## src/wdt_pkg.sv

```systemverilog
// package: constants and types for the watchdog timer with prescaler
package wdt_pkg;

  // ---------------------------------------------------------------
  // register map
  // ---------------------------------------------------------------
  localparam logic [7:0] scale_select_addr = 8'h09;
  localparam logic [7:0] flags_addr        = 8'h0a; // expiry/pd flags
  localparam logic [7:0] irq_status_addr   = 8'h20;
  localparam logic [7:0] irq_mask_addr     = 8'h21;
  localparam logic [7:0] scale_reset       = 8'h07;
  localparam int         expiry_bit        = 5;
  localparam int         powerdown_bit     = 4;
  localparam int         sel_lsb           = 0;
  localparam int         sel_width         = 3;

  // ---------------------------------------------------------------
  // timing
  // ---------------------------------------------------------------
  localparam int         base_stages       = 8;   // divide by 256
  localparam int         presc_stages      = 7;   // up to 1:128
  localparam int         instr_div         = 4;   // sysclk / 4
  localparam logic [1:0] instr_div_last    = 2'h3;

  // interrupt status bits
  localparam int         irq_timeout_bit   = 0;
  localparam int         irq_warm_bit      = 1;

  // clear instruction strobes from the core
  typedef struct packed {
    logic clear_single;
    logic clear_first;
    logic clear_second;
    logic sleep_exec;
  } wdt_cmd_t;

  // build-time options
  typedef struct packed {
    logic enable;
    logic rc_source;
    logic pair_scheme;
  } wdt_opt_t;

endpackage
```

## src/watchdog_timer.sv

```systemverilog
// module: watchdog timer with prescaler, flags and register port
`timescale 1ns/1ps
module watchdog_timer (
  // clock and reset
  input  wire logic             sys_clk,
  input  wire logic             reset_n,
  // pins and oscillator
  input  wire logic             external_init_pin,
  input  wire logic             rc_osc_clk,
  // options and core strobes
  input  wire wdt_pkg::wdt_opt_t opt,
  input  wire wdt_pkg::wdt_cmd_t cmd,
  input  wire logic             sleeping,
  // register port
  input  wire logic [7:0]       reg_addr,
  input  wire logic [7:0]       reg_wdata,
  input  wire logic             reg_write,
  input  wire logic             reg_read,
  output logic      [7:0]       reg_rdata,
  // resets and interrupt
  output logic                  chip_reset,
  output logic                  warm_reset,
  output logic                  irq
);

  // ---------------------------------------------------------------
  // input synchronisers
  // ---------------------------------------------------------------
  logic [1:0] pin_sync;
  logic [1:0] rc_sync;
  logic       rc_prev;

  // both the reset pin and the rc oscillator are foreign to sys_clk
  always_ff @(posedge sys_clk or negedge reset_n) begin
    if (!reset_n) begin
      pin_sync <= 2'h3;
      rc_sync  <= 2'h0;
      rc_prev  <= 1'b0;
    end else begin
      pin_sync <= {pin_sync[0], external_init_pin};
      rc_sync  <= {rc_sync[0], rc_osc_clk};
      rc_prev  <= rc_sync[1];
    end
  end

  wire pin_low = ~pin_sync[1];
  wire rc_tick = rc_sync[1] & ~rc_prev;

  // ---------------------------------------------------------------
  // tick source
  // ---------------------------------------------------------------
  logic [1:0] instr_cnt;

  always_ff @(posedge sys_clk or negedge reset_n) begin
    if (!reset_n) instr_cnt <= 2'h0;
    else          instr_cnt <= instr_cnt + 2'h1;
  end

  wire instr_tick = (instr_cnt == wdt_pkg::instr_div_last);
  // rc keeps running in sleep; the instruction clock stops with it
  wire src_tick = opt.rc_source ? rc_tick
                                : instr_tick & ~sleeping;
  wire tick = opt.enable & src_tick;

  // ---------------------------------------------------------------
  // clear logic
  // ---------------------------------------------------------------
  logic first_seen;
  logic second_seen;

  // pair scheme: either order, both needed before the clear lands
  wire pair_done = (first_seen | cmd.clear_first) &
                   (second_seen | cmd.clear_second) &
                   (cmd.clear_first | cmd.clear_second);
  wire soft_clear = opt.pair_scheme ? pair_done
                                    : cmd.clear_single;
  wire sleep_cmd  = opt.enable & cmd.sleep_exec;
  wire single_cmd = opt.enable & ~opt.pair_scheme & cmd.clear_single;
  wire wdt_clear  = pin_low |
                    (opt.enable & (soft_clear | cmd.sleep_exec));

  always_ff @(posedge sys_clk or negedge reset_n) begin
    if (!reset_n) begin
      first_seen  <= 1'b0;
      second_seen <= 1'b0;
    end else if (wdt_clear) begin
      first_seen  <= 1'b0;
      second_seen <= 1'b0;
    end else begin
      first_seen  <= first_seen | (opt.pair_scheme & cmd.clear_first);
      second_seen <= second_seen | (opt.pair_scheme & cmd.clear_second);
    end
  end

  // ---------------------------------------------------------------
  // divider chain
  // ---------------------------------------------------------------
  localparam int chain_w = wdt_pkg::base_stages + wdt_pkg::presc_stages;
  logic [chain_w-1:0] chain;
  logic [7:0]         scale_select;

  wire [2:0] sel = scale_select[wdt_pkg::sel_lsb +: wdt_pkg::sel_width];
  // terminal when base and selected prescaler stages are all ones
  wire [chain_w-1:0] term_mask =
    chain_w'((32'h1 << (wdt_pkg::base_stages + 32'(sel))) - 32'h1);
  wire at_term  = ((chain & term_mask) == term_mask);
  wire overflow = tick & at_term & ~wdt_clear;

  // a full count wraps to zero, so the next period starts clean
  always_ff @(posedge sys_clk or negedge reset_n) begin
    if (!reset_n)                  chain <= '0;
    else if (wdt_clear | overflow) chain <= '0;
    else if (tick)                 chain <= chain + chain_w'(1);
  end

  // ---------------------------------------------------------------
  // flags, scale register and reset outputs
  // ---------------------------------------------------------------
  logic expiry_flag;
  logic powerdown_flag;
  logic [1:0] irq_status;
  logic [1:0] irq_mask;

  // address match shared by every register strobe
  function automatic logic reg_hit(input logic [7:0] addr,
                                   input logic [7:0] target);
    return addr == target;
  endfunction

  wire normal_ovf = overflow & ~sleeping;
  wire sleep_ovf  = overflow & sleeping;
  wire wr_scale = reg_write & reg_hit(reg_addr, wdt_pkg::scale_select_addr);
  wire wr_mask  = reg_write & reg_hit(reg_addr, wdt_pkg::irq_mask_addr);
  wire rd_irq   = reg_read & reg_hit(reg_addr, wdt_pkg::irq_status_addr);
  wire [1:0] irq_events = {sleep_ovf, normal_ovf};

  // flags ignore register writes; a clear in the same cycle masks the timeout
  always_ff @(posedge sys_clk or negedge reset_n) begin
    if (!reset_n) begin
      expiry_flag    <= 1'b0;
      powerdown_flag <= 1'b0;
    end else begin
      if (overflow)                      expiry_flag <= 1'b1;
      else if (single_cmd | sleep_cmd)   expiry_flag <= 1'b0;
      if (sleep_cmd)                     powerdown_flag <= 1'b1;
      else if (single_cmd)               powerdown_flag <= 1'b0;
    end
  end

  // scale register: low bits steer the prescaler, rest is user storage
  always_ff @(posedge sys_clk or negedge reset_n) begin
    if (!reset_n)       scale_select <= wdt_pkg::scale_reset;
    else if (pin_low | normal_ovf) scale_select <= wdt_pkg::scale_reset;
    else if (wr_scale)  scale_select <= reg_wdata;
  end

  // one-cycle reset strobes toward the core
  always_ff @(posedge sys_clk or negedge reset_n) begin
    if (!reset_n) begin
      chip_reset <= 1'b0;
      warm_reset <= 1'b0;
    end else begin
      chip_reset <= normal_ovf;
      warm_reset <= sleep_ovf;
    end
  end

  // sticky status, cleared by a read; a new event wins over the read
  always_ff @(posedge sys_clk or negedge reset_n) begin
    if (!reset_n) begin
      irq_status <= 2'h0;
      irq_mask   <= 2'h0;
      irq        <= 1'b0;
    end else begin
      irq_status <= (rd_irq ? 2'h0 : irq_status) | irq_events;
      if (wr_mask) irq_mask <= reg_wdata[1:0];
      irq <= |(((rd_irq ? 2'h0 : irq_status) | irq_events) & irq_mask);
    end
  end

  // ---------------------------------------------------------------
  // read port
  // ---------------------------------------------------------------
  logic [7:0] rd_mux;
  always_comb begin
    rd_mux = 8'h00;
    unique case (reg_addr)
      wdt_pkg::scale_select_addr: rd_mux = scale_select;
      wdt_pkg::flags_addr: begin
        rd_mux[wdt_pkg::expiry_bit]    = expiry_flag;
        rd_mux[wdt_pkg::powerdown_bit] = powerdown_flag;
      end
      wdt_pkg::irq_status_addr: rd_mux = {6'h00, irq_status};
      wdt_pkg::irq_mask_addr:   rd_mux = {6'h00, irq_mask};
      default:                  rd_mux = 8'h00;
    endcase
  end

  always_ff @(posedge sys_clk or negedge reset_n) begin
    if (!reset_n)      reg_rdata <= 8'h00;
    else if (reg_read) reg_rdata <= rd_mux;
    else               reg_rdata <= 8'h00;
  end
endmodule

```

## config.mk

```make
export PLATFORM = sky130hd
export DESIGN_NAME = watchdog_timer
export DESIGN_NICKNAME = d
export VERILOG_FILES = /design/src/wdt_pkg.sv /design/src/watchdog_timer.sv
export SDC_FILE = /design/constraint.sdc
export NUM_CORES = 1
export LEC_CHECK = 0
export ABC_AREA = 1
export BUFFER_PORTS_ARGS = -buffer_cell sky130_fd_sc_hd__buf_4
export CORE_UTILIZATION = 50
export DETAILED_ROUTE_END_ITERATION = 10
export PLACE_DENSITY = 0.75
export SLEW_MARGIN = 20
export SYNTH_ARGS = -nofsm -noshare
export SYNTH_HDL_FRONTEND = slang
export SYNTH_SLANG_ARGS = --single-unit
```

## constraint.sdc

```tcl
create_clock -name sys_clk -period 1.45 [get_ports sys_clk]
set_input_delay 0.0725 -clock sys_clk [delete_from_list [all_inputs] [get_ports sys_clk]]
set_output_delay 0.0725 -clock sys_clk [all_outputs]
set_load 0.01 [all_outputs]
```

==> summary.md <==
| Metric | Value |
|---|---|
| Outcome | `complete, but fails checks` |
| Failing checks | `negative setup slack` |
| Total CTS buffers | `5` |
| Maximum fanout along the worst path | `6` |
| Total routing usage reported by global routing | `21.3%` |
| Sequential power share | `approximately 58%` |
| Max-slew headroom at the worst pin | `60.3%` |
| Simple-gate portion of the synthesized area | `32.1%` |
| Fraction of layout instances using a drive strength above 1 | `a little under 40%` |
| Power density over the cells | `733 mW/mm^2` |
| Top area cells in the synthesized netlist | `dfrtp_1 (45%), nand2_1 (11%), dfstp_2 (5.4%)` |
| Largest family of logic cells by synthesized area | `simple AND/OR/NAND/NOR gates` |
| Post-synth top area cell | `dfrtp_1` |
| CP bufs+invs | `1` |
| Sequential-to-total area share from yosys stat | `roughly half` |
| Antenna-violating nets left | `0` |
| Met3 Usage GRT | `3.80%` |
| Net switching fraction of the power | `24.2%` |
| Type of destination of the critical path | `flip-flop` |
| Delay of the slowest cell on the worst path | `360 ps` |
| Share of the synthesized area in compound gates (AO/OA/AOI/OAI) | `6.92%` |
| Share of synthesized flip-flops with an asynchronous set or reset | `between 90% and 100%` |
| Layout fillers | `369` |
| Clock latency on the worst-skew pair | `300 ps` |
| Static power due to leakage | `approximately 1.6 nW` |
| Warnings, synthesis | `0` |
| Floorplan core area | `0.00472 sq mm` |
| Final Cycle Share | `105%` |
| Worst Hold Slack | `5.85 ps` |
| Sum of negative setup slack | `-927 ps` |
| Initial core utilization | `51.7%` |
| Most used DFF post-synth | `dfrtp_1` |
| Switching component of the power | `0.585 mW` |
| Critical path's slowest cell | `dfrtp_1` |
| Post-synthesis adder-cell area fraction | `under 10%` |
| Detailed-route wire length per cell | `12.5 um` |
| Via count | `2156` |
| Startpoint class of the critical path | `flip-flop` |
| Cell internal pwr | `1.83 mW` |
| Final count of negative-setup-slack endpoints | `25` |
| Critical path cell sequence | `ha_2, a21oi_2, nor2_2, nand2_2, buf_6, nor2_4, nand4_4, nand2_4, a21oi_1` |
| Post-DP HPWL | `3810 um` |
| Classification of the worst setup path | `flip-flop to flip-flop` |
| Clock network fraction of design power | `33.0%` |
| DRC violation total after the first TritonRoute iteration | `129` |
| Total die area | `0.00517 sq mm` |
| Largest net degree at the start of global routing | `50` |
| Final max-slew violation count | `0` |
| Number of levels in the clock H-tree | `2` |
| Last weighted congestion value of the routability-driven placer | `0.854` |
| Unique masters post-synth | `36` |
| Utilization after layout | `69.8%` |
| Worst Tran Pin Value | `596 ps` |
| Diode count | `0` |
| Number of global-route vias before repair | `1958` |
| Chip height | `71.9 um` |
| Placement row count | `25` |
| Worst Clk Skew | `9.67 ps` |
| Fin nets | `396` |
| Mapped Nets | `312` |
| Chip Width | `71.9 um` |
| Multiplexer area fraction after synthesis | `0%` |
| CTS tree | `done` |
| Vias per std cell | `4.99` |
| Area added between synthesis and finish | `35.1%` |
| Worst endpoint required time | `1650 ps` |
| Data arrival time of the worst path | `1720 ps` |
| GR peak layer | `met2` |
| Mapped Avg Cell Area | `8.72 sq um` |
| Maximum clock insertion buffer count | `2` |
| Number of enable flip-flop cells after synthesis | `0` |
| Final routed wirelength across all metal layers | `5410 um` |
| RSZ-0062 raised after global routing | `true` |
| Global routing met1 resource utilization | `29.4%` |
| Final instance area | `roughly 0.0033 sq mm` |
| First-pass DRT Iterations | `4` |
| XOR/XNOR share of the synthesized area | `approximately 2.9%` |
| Worst-case vdd ir drop | `0.643 mV` |
| FMAX | `658 MHz` |
| Area share of the largest cell type after synthesis | `45.1%` |
| Total power | `approximately 2.4 mW` |
| Final Hold Fails | `0` |
| Total overflow reported by the global router | `0` |
| Number of antenna violations at the first check in global routing | `0` |
| Count of buffers from port buffering | `40` |
| Post-placement cell area | `0.00301 sq mm` |
| Count of state elements after synthesis | `49` |
| Global-route met2 utilization | `34.3%` |
| Number of DRC violations after detailed routing | `0` |
| Ranking of synthesized cells by instance count | `nand2_1 (74), dfrtp_1 (44), inv_1 (26), nor2_1 (19), nand3_1 (13)` |
| Min-delay worst type | `input port to flip-flop` |
| Share of total power in combinational logic | `9.3%` |
| Gate count after technology mapping | `280` |
| Most repeated cell in the gate-level netlist after synthesis | `nand2_1` |
| Clk Tree Root Cell | `clkbuf_8` |
| Worst path top cell family by delay | `simple AND/OR/NAND/NOR gates` |
| I/O pin count | `41` |
| First-pass GRT wire length | `8510 um` |
| Max Cap Violations | `0` |
| Post-route minimum period | `1520 ps` |
| Clock tree sinks | `slightly below 50` |
| Clock slew at the register clock pins of the worst setup and hold paths | `90 ps` |
| Cell area after technology mapping | `0.00244 sq mm` |
| Post-route worst setup slack | `-68.8 ps` |
==> final cells by class <==
class | count | area [sq um] | share of cell area (%)
inverters | 35 | 133 | 4.02
flip-flops and latches | 49 | 1230 | 37.4
multi-input cells | 193 | 1140 | 34.6
clock inverters | 2 | 13.8 | 0.417
clock buffers | 6 | 72.6 | 2.20
repair buffers | 80 | 621 | 18.8
well taps | 67 | 83.8 | 2.54
==> power groups by stage <==
stage	clock network, mW	registers [mW]	logic (mW)
after floorplan	0	1.42	0.0788
after global placement	0	1.42	0.199
after detailed placement	0	1.42	0.203
after CTS	0.821	1.40	0.218
after global routing	0.867	1.40	0.249
final	0.797	1.40	0.225
==> tightest hold or removal path, cell delays in order <==
cell and delay, ps:
buf_4 110, nand2_1 50, nand2_1 50
==> per-stage QoR <==
step           worst slack, ps  std cells
2_1_floorplan             11.0        280
3_3_place_gp             -43.9        410
3_5_place_dp              -144        410
4_1_cts                  -62.8        428
5_1_grt                   -172        432
6_report                 -68.8        432
==> registers in the layout, indices dropped and copies added, names as in the netlist <==
| register | cells |
|---|---|
| pin_sync | 2 |
| irq_mask | 2 |
| reg_rdata | 8 |
| scale_select | 8 |
| irq_status | 2 |
| irq | 1 |
| rc_prev | 1 |
| chip_reset | 1 |
| instr_cnt | 2 |
| first_seen | 1 |
| powerdown_flag | 1 |
| expiry_flag | 1 |
| second_seen | 1 |
| warm_reset | 1 |
| rc_sync | 2 |
| chain | 15 |
==> logic make-up (layout without fill, tap and decap cells) <==
group,after synthesis,count (layout)
and+or+nand+nor,153,153
DFF,49,49
buffers and inverters,38,123
AOI/OAI and AO/OA,30,30
xor gates and xnor gates,8,8
adders and majority gates,2,2
==> placed cells by master (no fill, tap or decap), types with 2 or more instances in the layout <==
cell type,count
nor2_2,11
a21oi_1,7
nand2_1,73
nor3_4,2
clkinv_2,2
buf_6,2
inv_2,9
nand3_1,11
clkbuf_8,5
dlygate4sd3_1,5
buf_4,73
nand3_2,5
dfrtp_1,44
o21ai_1,5
dfstp_2,5
o21ai_0,8
nand2_4,2
a21oi_2,7
xor2_1,4
nand2_2,6
xnor2_1,3
nor3_2,2
inv_1,25
nor2_1,18
nand4_1,9
nor2_4,4
==> worst paths after layout <==
check	start	endpoint	slack, ps	cells after the start
min in group asynchronous	reset_n	reg_rdata[0]$_DFF_PN0_	310	2
max in group asynchronous	reset_n	chain[8]$_DFFE_PN0P_	720	2
max	instr_cnt[0]$_DFF_PN0_	scale_select[6]$_DFFE_PN0P_	-70	9
min	opt[2]	powerdown_flag$_DFFE_PN0P_	6	3
min reg2reg	pin_sync[0]$_DFF_PN1_	pin_sync[1]$_DFF_PN1_	360	0
max reg2reg	instr_cnt[0]$_DFF_PN0_	scale_select[6]$_DFFE_PN0P_	-70	9
==> routing by layer <==
metal  vias up  wire length (um)
met2        47              2690
met3        10               217
met4         0                60
met5         -                 0
met1      1038              2440
li1       1061                 -
==> repair_timing <==
action / CTS / global route
endpoints found under the setup margin: 24 / 29
hold endpoints to repair: 48 / 0
pin swaps: 8 / 8
setup buffers: 5 / 4
hold buffers: 5 / 0
resized for setup: 7 / 14
No activity file was read; power rests on OpenSTA's default activity.
